--- config.mk ---
export PLATFORM = sky130hd
export DESIGN_NAME = bwc_top
export DESIGN_NICKNAME = d
export VERILOG_FILES = /design/src/bwc_edge_detect.v /design/src/bwc_spi_shift.v /design/src/bwc_top.v
export VERILOG_INCLUDE_DIRS = /design/src /design/src/shared
export SDC_FILE = /design/constraint.sdc
export NUM_CORES = 1
export LEC_CHECK = 0
export BUFFER_PORTS_ARGS = -buffer_cell sky130_fd_sc_hd__buf_2
export CORE_ASPECT_RATIO = 0.5
export CORE_UTILIZATION = 55
export CTS_CLUSTER_DIAMETER = 50
export CTS_CLUSTER_SIZE = 12
export DETAILED_ROUTE_END_ITERATION = 7
export GPL_ROUTABILITY_DRIVEN = 0
export GPL_TIMING_DRIVEN = 0
export PLACE_DENSITY = 0.78
export SLEW_MARGIN = 20
export SYNTH_ARGS = -nofsm -noshare
export SYNTH_HDL_FRONTEND = slang
export SYNTH_HIERARCHICAL = 1
export SYNTH_SLANG_ARGS = --single-unit
export TNS_END_PERCENT = 20
--- constraint.sdc ---
create_clock -name clock -period 2.9 [get_ports clock]
set_input_delay 0.58 -clock clock [delete_from_list [all_inputs] [get_ports clock]]
set_output_delay 0.58 -clock clock [all_outputs]
set_load 0.1 [all_outputs]
--- src/shared/bwc_regs.vh ---
// Register offsets, field positions, masks and load values of the
// bus and wake control group; assumes 7-bit SPI addresses.
`ifndef BWC_REGS_VH
`define BWC_REGS_VH

// Register addresses
`define BWC_ADDR_BUS        7'h04
`define BWC_ADDR_PEAK       7'h05
`define BWC_ADDR_INTWAKE    7'h06
`define BWC_ADDR_EXTWAKE    7'h07

// Reset values
`define BWC_RST_BUS         8'h20
`define BWC_RST_PEAK        8'h00
`define BWC_RST_INTWAKE     8'h00
`define BWC_RST_EXTWAKE     8'h07

// Implemented bits; every other position is reserved
`define BWC_MASK_BUS        8'hfb
`define BWC_MASK_PEAK       8'h20
`define BWC_MASK_INTWAKE    8'hc4
`define BWC_MASK_EXTWAKE    8'ha7

// Bits kept on restart
`define BWC_KEEP_BUS        8'he0
`define BWC_KEEP_PEAK       8'h20
`define BWC_KEEP_INTWAKE    8'hc0
`define BWC_KEEP_EXTWAKE    8'ha7

// Fail-safe load: value of the forced bits, and which bits are kept
`define BWC_FS_BUS          8'h09
`define BWC_FS_KEEP_BUS     8'he0
`define BWC_FS_EXTWAKE      8'h07
`define BWC_FS_KEEP_EXTWAKE 8'h80

// Bus transceiver control fields
`define BWC_BIT_LIN_FLASH   7
`define BWC_BIT_LIN_SLOW    6
`define BWC_BIT_LIN_TIMEOUT 5
`define BWC_LIN_MODE_HI     4
`define BWC_LIN_MODE_LO     3
`define BWC_CAN_MODE_HI     1
`define BWC_CAN_MODE_LO     0

// Other single-bit fields
`define BWC_BIT_PEAK        5
`define BWC_BIT_TIMER2_WAKE 7
`define BWC_BIT_TIMER1_WAKE 6
`define BWC_BIT_WD_STOP_HI  2
`define BWC_BIT_INT_GLOBAL  7
`define BWC_BIT_MEASURE     5
`define BWC_BIT_WAKE_C      2
`define BWC_BIT_WAKE_B      1
`define BWC_BIT_WAKE_A      0

// Transceiver mode codes
`define BWC_XCVR_OFF        2'h0
`define BWC_XCVR_WAKE       2'h1
`define BWC_XCVR_RXONLY     2'h2
`define BWC_XCVR_NORMAL     2'h3

// Chip operating mode codes seen on sbcMode
`define BWC_SBC_INIT        2'h0
`define BWC_SBC_NORMAL      2'h1
`define BWC_SBC_STOP        2'h2
`define BWC_SBC_OTHER       2'h3

// SPI frame
`define BWC_FRAME_BITS      5'h10
`define BWC_HEADER_BITS     5'h08
`define BWC_BIT_WRITE       7

`endif

--- src/bwc_edge_detect.v ---
// Rise and fall pulses of a group of synchronous inputs.
// Assumes the inputs are already synchronous to clock.
module bwc_edge_detect #(
  parameter WIDTH = 2
) (
  input  wire             clock,
  input  wire             resetn,
  input  wire [WIDTH-1:0] level,
  input  wire [WIDTH-1:0] idleLevel,
  output wire [WIDTH-1:0] rise,
  output wire [WIDTH-1:0] fall
);

  reg [WIDTH-1:0] levelPrev_r;

  // Previous level starts at zero; idleLevel masks a false edge at release
  always @(posedge clock or negedge resetn)
  begin
    if (!resetn)
      levelPrev_r <= {WIDTH{1'b0}};
    else
      levelPrev_r <= level;
  end

  assign rise = level & ~levelPrev_r & ~idleLevel;
  assign fall = ~level & levelPrev_r;

endmodule

--- src/bwc_spi_shift.v ---
// Serial-in shift register with bit counter for one SPI frame.
// Assumes LSB-first data sampled on the strobe; counter saturates.
module bwc_spi_shift #(
  parameter WIDTH = 16
) (
  input  wire             clock,
  input  wire             resetn,
  input  wire             frameStart,
  input  wire             sampleStrobe,
  input  wire             serialIn,
  output reg  [WIDTH-1:0] shiftData_r,
  output reg  [4:0]       bitCount_r
);

  always @(posedge clock or negedge resetn)
  begin
    if (!resetn)
    begin
      shiftData_r <= {WIDTH{1'b0}};
      bitCount_r  <= 5'h00;
    end
    else if (frameStart)
    begin
      shiftData_r <= {WIDTH{1'b0}};
      bitCount_r  <= 5'h00;
    end
    else if (sampleStrobe)
    begin
      shiftData_r <= {serialIn, shiftData_r[WIDTH-1:1]};
      // Saturation keeps an overlong frame detectable
      if (bitCount_r != 5'h1f)
        bitCount_r <= bitCount_r + 5'h01;
    end
  end

endmodule

--- src/bwc_top.v ---
// Bus transceiver and wake control registers behind a 16-bit SPI slave.
// Assumes SPI pins synchronous to clock, mode 0, LSB first, and that
// chip mode, restart and fail-safe events come from the state machine.
`include "bwc_regs.vh"

module bwc_top (
  input  wire       clock,
  input  wire       resetn,
  input  wire       chipSelectLowActiveN,
  input  wire       spiClk,
  input  wire       spiMosi,
  output wire       spiMiso,
  output wire       spiMisoOe,
  input  wire [1:0] sbcMode,
  input  wire       restartEvent,
  input  wire [1:0] restartLinMode,
  input  wire [1:0] restartCanMode,
  input  wire       failSafeEvent,
  input  wire       hwLinModeLoad,
  input  wire [1:0] hwLinModeValue,
  input  wire       hwCanModeLoad,
  input  wire [1:0] hwCanModeValue,
  input  wire       hwWdStopLoad,
  input  wire       hwWdStopValue,
  input  wire       watchdogStopDisableLo,
  output wire       linFlashMode,
  output wire       linSlowSlopeSelect,
  output wire       linTransmitTimeoutEnable,
  output wire [1:0] linTransceiverMode,
  output wire [1:0] canTransceiverMode,
  output wire       regulatorPeakThreshold,
  output wire       secondTimerWakeEnable,
  output wire       firstTimerWakeEnable,
  output wire       watchdogStopDisableHi,
  output wire       interruptGlobalScope,
  output wire       wakeOrMeasureSelect,
  output wire [2:0] wakeInputEnable,
  output wire       measureActive,
  output wire       wakeLevelIgnore,
  output wire       watchdogStopInactive,
  output wire       spiFrameError
);

  ////////////////////////////////////////////////////////////////////////
  // Helpers

  function [7:0] bwcMerge;
    input [7:0] oldValue;
    input [7:0] newValue;
    input [7:0] mask;
    begin
      bwcMerge = (oldValue & ~mask) | (newValue & mask);
    end
  endfunction

  ////////////////////////////////////////////////////////////////////////
  // Declarations

  reg  [7:0]  busReg_r;
  reg  [7:0]  busReg_nxt;
  reg  [7:0]  peakReg_r;
  reg  [7:0]  peakReg_nxt;
  reg  [7:0]  intWakeReg_r;
  reg  [7:0]  intWakeReg_nxt;
  reg  [7:0]  extWakeReg_r;
  reg  [7:0]  extWakeReg_nxt;
  reg  [7:0]  readValue;
  reg  [7:0]  txShift_r;
  reg         miso_r;
  reg         misoOe_r;
  reg         headerPending_r;
  reg  [2:0]  wakeEn_r;
  reg         measureActive_r;
  reg         wdStopInactive_r;
  reg         frameError_r;
  wire        csActive;
  wire [1:0]  pinRise;
  wire [1:0]  pinFall;
  wire        clkRise;
  wire        csFall;
  wire        csRise;
  wire [15:0] shiftData;
  wire [4:0]  bitCount;
  wire [6:0]  frameAddr;
  wire        frameWrite;
  wire [7:0]  frameData;
  wire        frameDone;
  wire        writeStrobe;
  wire        inStop;

  assign csActive = ~chipSelectLowActiveN;

  ////////////////////////////////////////////////////////////////////////
  // SPI front end

  bwc_edge_detect #(
    .WIDTH (2)
  ) u_edge (
    .clock     (clock),
    .resetn    (resetn),
    .level     ({csActive, spiClk}),
    .idleLevel (2'h0),
    .rise      (pinRise),
    .fall      (pinFall)
  );

  assign clkRise = pinRise[0] & csActive;
  assign csFall  = pinRise[1];
  assign csRise  = pinFall[1];

  bwc_spi_shift #(
    .WIDTH (16)
  ) u_shift (
    .clock        (clock),
    .resetn       (resetn),
    .frameStart   (csFall),
    .sampleStrobe (clkRise),
    .serialIn     (spiMosi),
    .shiftData_r  (shiftData),
    .bitCount_r   (bitCount)
  );

  assign frameAddr  = shiftData[6:0];
  assign frameWrite = shiftData[`BWC_BIT_WRITE];
  assign frameData  = shiftData[15:8];
  // Only an exact 16-bit frame commits; the write lands as select rises
  assign frameDone   = csRise & (bitCount == `BWC_FRAME_BITS);
  assign writeStrobe = frameDone & frameWrite;
  assign inStop      = (sbcMode == `BWC_SBC_STOP);

  ////////////////////////////////////////////////////////////////////////
  // Readback

  always @*
  begin
    readValue = 8'h00;
    case (shiftData[14:8])
      `BWC_ADDR_BUS:     readValue = busReg_r & `BWC_MASK_BUS;
      `BWC_ADDR_PEAK:    readValue = peakReg_r & `BWC_MASK_PEAK;
      `BWC_ADDR_INTWAKE: readValue = intWakeReg_r & `BWC_MASK_INTWAKE;
      `BWC_ADDR_EXTWAKE: readValue = extWakeReg_r & `BWC_MASK_EXTWAKE;
      default:           readValue = 8'h00;
    endcase
  end

  // Header byte sits in shiftData[15:8] right after the eighth bit
  always @(posedge clock or negedge resetn)
  begin
    if (!resetn)
    begin
      headerPending_r <= 1'b0;
      txShift_r       <= 8'h00;
      miso_r          <= 1'b0;
      misoOe_r        <= 1'b0;
    end
    else
    begin
      misoOe_r        <= csActive;
      headerPending_r <= clkRise & (bitCount == `BWC_HEADER_BITS - 5'h01);
      if (csFall)
      begin
        txShift_r <= 8'h00;
        miso_r    <= 1'b0;
      end
      else if (headerPending_r)
        txShift_r <= readValue;
      else if (pinFall[0] & csActive & (bitCount >= `BWC_HEADER_BITS))
      begin
        miso_r    <= txShift_r[0];
        txShift_r <= {1'b0, txShift_r[7:1]};
      end
      else if (!csActive)
        miso_r <= 1'b0;
    end
  end

  ////////////////////////////////////////////////////////////////////////
  // Register next values; fail-safe over restart over hardware over SPI

  always @*
  begin
    busReg_nxt = busReg_r;
    if (writeStrobe && (frameAddr == `BWC_ADDR_BUS))
      busReg_nxt = bwcMerge(busReg_r, frameData, `BWC_MASK_BUS);
    if (hwLinModeLoad)
      busReg_nxt[`BWC_LIN_MODE_HI:`BWC_LIN_MODE_LO] = hwLinModeValue;
    if (hwCanModeLoad)
      busReg_nxt[`BWC_CAN_MODE_HI:`BWC_CAN_MODE_LO] = hwCanModeValue;
    if (restartEvent)
      busReg_nxt = (busReg_r & `BWC_KEEP_BUS)
                   | {3'h0, restartLinMode, 1'b0, restartCanMode};
    if (failSafeEvent)
      busReg_nxt = (busReg_r & `BWC_FS_KEEP_BUS) | `BWC_FS_BUS;
  end

  always @*
  begin
    peakReg_nxt = peakReg_r;
    // Stop mode drops the write without raising any error
    if (writeStrobe && (frameAddr == `BWC_ADDR_PEAK) && !inStop)
      peakReg_nxt = bwcMerge(peakReg_r, frameData, `BWC_MASK_PEAK);
    if (restartEvent)
      peakReg_nxt = peakReg_r & `BWC_KEEP_PEAK;
  end

  always @*
  begin
    intWakeReg_nxt = intWakeReg_r;
    if (writeStrobe && (frameAddr == `BWC_ADDR_INTWAKE))
      intWakeReg_nxt = bwcMerge(intWakeReg_r, frameData, `BWC_MASK_INTWAKE);
    if (hwWdStopLoad)
      intWakeReg_nxt[`BWC_BIT_WD_STOP_HI] = hwWdStopValue;
    if (restartEvent)
      intWakeReg_nxt = intWakeReg_r & `BWC_KEEP_INTWAKE;
  end

  always @*
  begin
    extWakeReg_nxt = extWakeReg_r;
    if (writeStrobe && (frameAddr == `BWC_ADDR_EXTWAKE))
      extWakeReg_nxt = bwcMerge(extWakeReg_r, frameData, `BWC_MASK_EXTWAKE);
    if (restartEvent)
      extWakeReg_nxt = extWakeReg_r & `BWC_KEEP_EXTWAKE;
    if (failSafeEvent)
      extWakeReg_nxt = (extWakeReg_r & `BWC_FS_KEEP_EXTWAKE) | `BWC_FS_EXTWAKE;
  end

  ////////////////////////////////////////////////////////////////////////
  // Storage and derived controls

  always @(posedge clock or negedge resetn)
  begin
    if (!resetn)
    begin
      busReg_r         <= `BWC_RST_BUS;
      peakReg_r        <= `BWC_RST_PEAK;
      intWakeReg_r     <= `BWC_RST_INTWAKE;
      extWakeReg_r     <= `BWC_RST_EXTWAKE;
      wakeEn_r         <= 3'h0;
      measureActive_r  <= 1'b0;
      wdStopInactive_r <= 1'b0;
      frameError_r     <= 1'b0;
    end
    else
    begin
      busReg_r     <= busReg_nxt & `BWC_MASK_BUS;
      peakReg_r    <= peakReg_nxt & `BWC_MASK_PEAK;
      intWakeReg_r <= intWakeReg_nxt & `BWC_MASK_INTWAKE;
      extWakeReg_r <= extWakeReg_nxt & `BWC_MASK_EXTWAKE;
      // Measurement masks wake inputs a and b, enable bits stay stored
      wakeEn_r[2] <= extWakeReg_r[`BWC_BIT_WAKE_C];
      wakeEn_r[1] <= extWakeReg_r[`BWC_BIT_WAKE_B] & ~extWakeReg_r[`BWC_BIT_MEASURE];
      wakeEn_r[0] <= extWakeReg_r[`BWC_BIT_WAKE_A] & ~extWakeReg_r[`BWC_BIT_MEASURE];
      measureActive_r <= extWakeReg_r[`BWC_BIT_MEASURE]
                         & (sbcMode == `BWC_SBC_NORMAL);
      // Both halves set deactivate the watchdog in stop mode
      wdStopInactive_r <= intWakeReg_r[`BWC_BIT_WD_STOP_HI]
                          & watchdogStopDisableLo;
      // Short or long frames are dropped and flagged for one cycle
      frameError_r <= csRise & (bitCount != `BWC_FRAME_BITS);
    end
  end

  ////////////////////////////////////////////////////////////////////////
  // Outputs

  assign spiMiso                  = miso_r;
  assign spiMisoOe                = misoOe_r;
  assign linFlashMode             = busReg_r[`BWC_BIT_LIN_FLASH];
  assign linSlowSlopeSelect       = busReg_r[`BWC_BIT_LIN_SLOW];
  assign linTransmitTimeoutEnable = busReg_r[`BWC_BIT_LIN_TIMEOUT];
  assign linTransceiverMode       = busReg_r[`BWC_LIN_MODE_HI:`BWC_LIN_MODE_LO];
  assign canTransceiverMode       = busReg_r[`BWC_CAN_MODE_HI:`BWC_CAN_MODE_LO];
  assign regulatorPeakThreshold   = peakReg_r[`BWC_BIT_PEAK];
  assign secondTimerWakeEnable    = intWakeReg_r[`BWC_BIT_TIMER2_WAKE];
  assign firstTimerWakeEnable     = intWakeReg_r[`BWC_BIT_TIMER1_WAKE];
  assign watchdogStopDisableHi    = intWakeReg_r[`BWC_BIT_WD_STOP_HI];
  assign interruptGlobalScope     = extWakeReg_r[`BWC_BIT_INT_GLOBAL];
  assign wakeOrMeasureSelect      = extWakeReg_r[`BWC_BIT_MEASURE];
  assign wakeInputEnable          = wakeEn_r;
  assign measureActive            = measureActive_r;
  // Level status of inputs a and b is meaningless while measuring
  assign wakeLevelIgnore          = extWakeReg_r[`BWC_BIT_MEASURE];
  assign watchdogStopInactive     = wdStopInactive_r;
  assign spiFrameError            = frameError_r;

endmodule

# --- Yosys cells after proc, flatten, opt, wreduce, memory -nomap -nowiden ---
# Cells that the tools add are included.
classes:
  n_addsub: 1
  n_lt_le_gt_ge: 1
  eq_ne: 16
  mux: 24
  n_bitwise: 20
  n_reduce_logical: 22
op_table:
  columns: ["op", "n"]
  rows:
  - ["== test 7 x 3 -> 1 bit (second input constant)", 8]
  - ["2-to-1 mux 8 bit", 5]
  - ["2-to-1 mux 16 bit", 2]
  - ["case mux 8 bit (4 select lines)", 1]
  - ["2-to-1 mux 5 bit", 4]
  - ["2-to-1 mux 6 bit", 3]
  - ["AND reduction 2 bit", 6]
  - ["AND 1 bit", 11]
  - ["!= test 5 bit (second input constant)", 2]
  - ["nonzero test 3 bit", 3]
  - ["bitwise OR 8 x 5 -> 8 bit", 1]
  - ["nonzero test 2 bit", 4]
  - ["nonzero test 4 bit", 2]
  - ["2-to-1 mux 3 bit", 2]
  - ["adder 5 x 1 -> 5 bit (second input constant)", 1]
  - ["== test 5 x 3 -> 1 bit (second input constant)", 1]
  - ["== test 5 bit (second input constant)", 1]
  - ["greater-or-equal comparator 5 x 4 -> 1 bit (second input constant)", 1]
  - ["logical AND 1 bit", 5]
  - ["2-to-1 mux 1 bit", 5]
  - ["AND 2 bit", 2]
  - ["2-to-1 mux 2 bit", 2]
  - ["!= test 2 x 1 -> 1 bit (second input constant)", 2]
  - ["NOT 1 bit", 4]
  - ["other kinds (5)", 6]
totals:
  register_bits: 56
  in_bits: 22
  output_inout_bits: 22
  wordCells: 103

# --- Depth between registers and ports, before layout ---
depth:
  ltp_word: 10
  mapped_depth: 6
  mapped_depth_nobuf: 6

# --- Modules after synthesis ---
# The synthesis kept the hierarchy.
modules_own_cells:
  columns: ["mod", "n_inst", "cells_per_inst", "area_per_inst_um2", "seq_area_each_um2"]
  rows:
  - ["bwc_top", 1, 165, 1816.7, 830.8]
  - ["bwc_spi_shift", 1, 77, 903.4, 525.5]
  - ["bwc_edge_detect", 1, 6, 92.6, 50.0]

# --- Worst setup path after synthesis ---
# Ideal clock, no wire load.
synth_path:
  path_type: "register -> output"
  start: "reg extWakeReg_r[5]"
  end: "out wakeOrMeasureSelect"
  t_arrival_ns: 1.394
  required_ns: 2.320
  slack_ns: 0.926
  stages_incl_launch_ff: 2
  path_buffers: 1
  path_cell_list: "dfrtp_1 -> buf_4"
synth_lines:
  columns: ["element", "line_no", "rtl"]
  rows:
  - ["start: declaration", "bwc_top.v:65", "reg [7:0] extWakeReg_r;"]
  - ["start signal: assignment", "bwc_top.v:238", "extWakeReg_r <= `BWC_RST_EXTWAKE;"]
  - ["start signal: assignment", "bwc_top.v:249", "extWakeReg_r <= extWakeReg_nxt & `BWC_MASK_EXTWAKE;"]
  - ["end: declaration", "bwc_top.v:36", "output wire wakeOrMeasureSelect,"]
# No word-level cell between the ends.

# --- Worst setup path in the final report ---
layout_path:
  start: "in chipSelectLowActiveN"
  end: "reg extWakeReg_r[7]"
layout_via:
  elab_chain_len: 7
layout_lines:
  columns: ["element", "line_no", "rtl"]
  rows:
  - ["start: declaration", "bwc_top.v:9", "input wire chipSelectLowActiveN,"]
  - ["NOT 1 bit", "bwc_top.v:91", "assign csActive = ~chipSelectLowActiveN;"]
  - ["net csActive", "bwc_top.v:76", "wire csActive;"]
  - ["NOT 2 bit", "bwc_edge_detect.v:26", "assign fall = ~level & levelPrev_r;"]
  - ["AND 2 bit", "bwc_edge_detect.v:26", null]
  - ["net pinFall[1]", "bwc_top.v:78", "wire [1:0] pinFall;"]
  - ["AND 1 bit", "bwc_top.v:127", "assign frameDone = csRise & (bitCount == `BWC_FRAME_BITS);"]
  - ["AND 1 bit", "bwc_top.v:128", "assign writeStrobe = frameDone & frameWrite;"]
  - ["logical AND 1 bit", "bwc_top.v:220", "if (writeStrobe && (frameAddr == `BWC_ADDR_EXTWAKE))"]
  - ["AND reduction 3 bit (no line)", null, null]
# The timed path passes the listed nets, and every way through them passes these cells.
# A chain may end at the register's enable or synchronous reset.

==> results <==
- The run finished with clean final reports.
- The maximum fanout count along the critical path is 6.
- The synthesized design contains between 50 and 60 register bits.
- The worst setup slack before clock tree synthesis is ~0.55 ns.
- The final critical path time including I/O delays and setup is approximately 2.0 ns.
- The compound-gate portion of the synthesized area is under 10%.
- The residual antenna-violating net count after detailed routing is 0.
- The category of the worst setup path capture point is a register.
- Setup total negative slack on the finished layout was measured at 0 ns.
- The setup skew after layout is just under 0.006 ns.
- The initial core utilization is 60.4%.
- For the worst setup path, the data arrival time is about 2.2 ns.
- The final critical path takes up about 70% of the cycle.
- By area, the combinational part of the netlist is dominated by simple AND/OR/NAND/NOR gates.
- Setup violations remaining at the end of the flow were counted as 0.
- In this run the power density over the cells is 462 mW/mm2.
- The startpoint kind of the worst setup timing path is an input port.
- The number of buffers between clock root and the deepest sink is 2.
- The final-report hold violation count came to 0.
- In the synthesized netlist the async set-or-reset flop fraction comes to between 90% and 100%.
- After legalization and detailed placement, the total HPWL measured between 4 and 5 mm.
- Among all flip-flop cells after synthesis, the most frequent one is dfrtp_1.
- Averaged over all synthesized cells, the footprint is about 11 um2.
- Max-cap violations in this run came to 0.
- The synthesis-to-finish area growth is 14.2%.
- The delay of the slowest cell on the worst path is 0.36 ns.
- On the critical path, the stage with the largest delay is an instance of mux2_2.
- Across the VDD grid, the largest voltage drop is between 0.0002 and 0.0003 V.
- The proportion of total power due to net switching is a little over a quarter.
- The floorplan step defined a die boundary enclosing between 0.005 and 0.006 mm2.
- The dominant cell type by area after synthesis is dfrtp_1.
- The share of final-layout standard cells stronger than drive strength 1 is a little under 30%.
- The via count of the first global-routing pass was 2,048.
- The post-synthesis sequential area ratio is approximately 50%.
- The netlist uses 53 different library cells.
- Walking the worst path, the cells encountered are buf_2, inv_1, and2b_2, and4bb_2, nand4_1, nor3_1, mux2_2.
- The detail-routed net length per standard cell is 17.2 um.
- Of the post-synthesis cell area, the part taken by muxes is between 10 and 15%.
- During placement, the flow inserted port buffers numbering 42.
- The remaining global-route overflow is 0.
- The area share of the largest cell type after synthesis is a little under half.
- The synthesized netlist occupies a cell area of roughly 0.0028 mm2.
- The xor and xnor area share after synthesis is less than 1%.
- The design area is approximately 0.0032 mm2.
- After clock tree synthesis, the clock-pin slew on the worst setup and hold paths is approximately 0.090 ns.
- Sequential cells burn a little under three fifths of the power.
- Combinational logic is responsible for between 10% and 20% of the overall power.
- Counting both buffers and inverters, the worst setup path holds a total of 2.
- Setup repair after global routing left no endpoint under its margin.
- Before antenna repair, the detailed router went through 4 iterations.
- The max-slew violation count is 0.
- The detailed router placed ~2.1k vias in this run.
- The number of diodes is 0.
- The number of nets in the final layout is approximately 320.
- The worst-case setup margin in the final layout is between 0.8 and 0.9 ns.
- The worst path required time is 3.11 ns.
- The adder and majority gate portion of the synthesized area is 0.890%.
- The initial antenna violation count is 0.
- After clock tree synthesis, the flow added hold-fix buffers numbering 0.
- The average via count per standard cell is between 5 and 6.
- For this design the top-level I/O count stands at between 40 and 50.
- The floorplan row count is 17.
- For this design the total switching power over the nets is between 0.3 and 0.4 mW.
- Entering global routing, the biggest net connects between 50 and 60 pins.
- Global routing consumed, over all layers together, 26.5% of the routing resources.
- The most common cell in the synthesized netlist is dfrtp_1.
- In the routed design, unresolved DRC markers number 0.
- The remaining max-slew budget at the tightest pin is about half.
- On the critical path the largest part of the delay comes from simple AND/OR/NAND/NOR gates.
- The y dimension of the die is between 50 and 60 um.
- The horizontal extent of the die is about 100 um.
- The category of the critical setup timing path is input port to register.
- The internal power of the cells is ~1.1 mW.
- Clock tree synthesis selected as its root buffer the cell clkbuf_8.
- Summed over all cells, the static leakage comes to between 1 and 1.5 nW.
- The DRC marker count from the first detailed-route iteration is about 140.
- The path class of the tightest hold or removal check is input port to async pin.
- For this run, the top clock speed supported by timing is 491 MHz.
- After synthesis, the most frequently instantiated cells are 52 x dfrtp_1, 27 x mux2i_1, 27 x nor2_1.
- The slew at the pin closest to its max-slew limit is about 0.76 ns.
- The count of synthesis-stage warnings from yosys is 6.
- The CTS tree is yes.
- By area the synthesized netlist is led by dfrtp_1 46%, mux2i_1 9.6%, mux2_2 4.8%, dfstp_2 3.7%, nor2_1 3.6%.
- The clock reaches the later pin of the worst-skew pair after 0.32 ns.
- Of the total synthesized cell area, the portion taken by AND, OR, NAND and NOR gates is between 20% and 30%.
- The post-synthesis instance total is around 250.
- The first global-routing pass estimated 10.2 mm of wire.
- The synthesized design contains 0 enable-type register cells.
- The number of cells upsized or downsized after cts is 0.
- The count of buffers added by post-CTS timing repair for setup is 0.
- The placed instances occupy a cell area of around 0.0031 mm2.
- The core area is around 0.0047 mm2.
- The overall routed net length is roughly 6.3 mm.
- In this run, the clock network consumes roughly a third of the power.
- The clock buffer count from CTS is 5.
- CTS saw 56 sinks.
- The H-tree generated during clock tree synthesis spans 2 levels.
-- flip-flops by register name, indices dropped and copies added (netlist names), 2 cells and up --
| register | count |
|---|---|
| extWakeReg_r | 5 |
| u_edge/levelPrev_r | 2 |
| u_shift/bitCount_r | 5 |
| u_shift/shiftData_r | 16 |
| txShift_r | 8 |
| intWakeReg_r | 3 |
| busReg_r | 7 |
| wakeInputEnable | 3 |
-- power by group through the flow --
| stage | Sequential, mW | Clock (mW) | Combinational (mW) |
|---|---|---|---|
| after floorplan | 0.891 | 0 | 0.0773 |
| after global placement | 0.845 | 0 | 0.180 |
| after detailed placement | 0.846 | 0 | 0.183 |
| after CTS | 0.831 | 0.478 | 0.184 |
| after global routing | 0.835 | 0.508 | 0.199 |
| final | 0.831 | 0.470 | 0.183 |
-- cell type report --
cell class                 count  area [um2]
fill                         346        1450
sequential                    56        1410
multi-input combinational    180        1340
timing repair buffer          42         213
clock buffer                   8         100
tap                           66        82.6
buffer                        11        58.8
inverter                       2        7.51
-- worst paths after layout --
check | from | endpoint | slack [ns] | cells past startpoint
max in group asynchronous | resetn | u_shift/shiftData_r[5] | 2.13 | 1
setup / recovery | chipSelectLowActiveN | extWakeReg_r[7] | 0.87 | 7
hold reg to reg | extWakeReg_r[2] | wakeInputEnable[2] | 0.43 | 0
hold / removal | resetn | txShift_r[2] | 0.30 | 1
setup reg to reg | u_shift/shiftData_r[3] | extWakeReg_r[7] | 1.00 | 4
min in group clock | spiClk | u_edge/levelPrev_r[0] | 0.39 | 1
-- cell usage in the layout, fill, tap and decap left out, drive strengths merged, types with 3 or more instances in the layout --
cell and n:
nand4b 3, clkbuf 14, nor4 3, nor2b 4
mux2 12, a21oi 9, o22ai 3, dfstp 4
nand3b 6, nand2 10, nor3 3, nor4b 3
nor3b 6, nand2b 5, buf 47, o21ai 10
nor2 27, nand3 11, and2b 3, and2 5
dfrtp 52, mux2i 27
-- through the flow --
step                      power [mW]  cells  hold WS, ns  util (%)
final                           1.48    365        0.305      68.9
after global routing            1.54    365        0.367      68.9
after CTS                       1.49    365        0.326      68.9
after detailed placement        1.03    357        0.416      66.8
after global placement          1.02    357        0.414      66.7
after floorplan                0.968    249        0.284         -
-- layer usage --
layer / wire [um] / up-vias / GRT usage [%] / part of all wire, %
met5: 0 / - / 0 / 0
met4: 101 / 0 / 8.69 / 1.6
met3: 259 / 10 / 6.00 / 4.1
met2: 2880 / 48 / 40.9 / 46
met1: 3060 / 1057 / 37.1 / 49
li1: - / 996 / - / -
-- cell families after synthesis --
logic type	Yosys count
adders and majority gates	2
buffers and inverters	13
DFF	56
and+or+nand+nor	99
muxes	39
other	1
xor gates and xnor gates	2
AOI/OAI and AO/OA	36
Note: power is estimated with default switching activity, not from simulation.
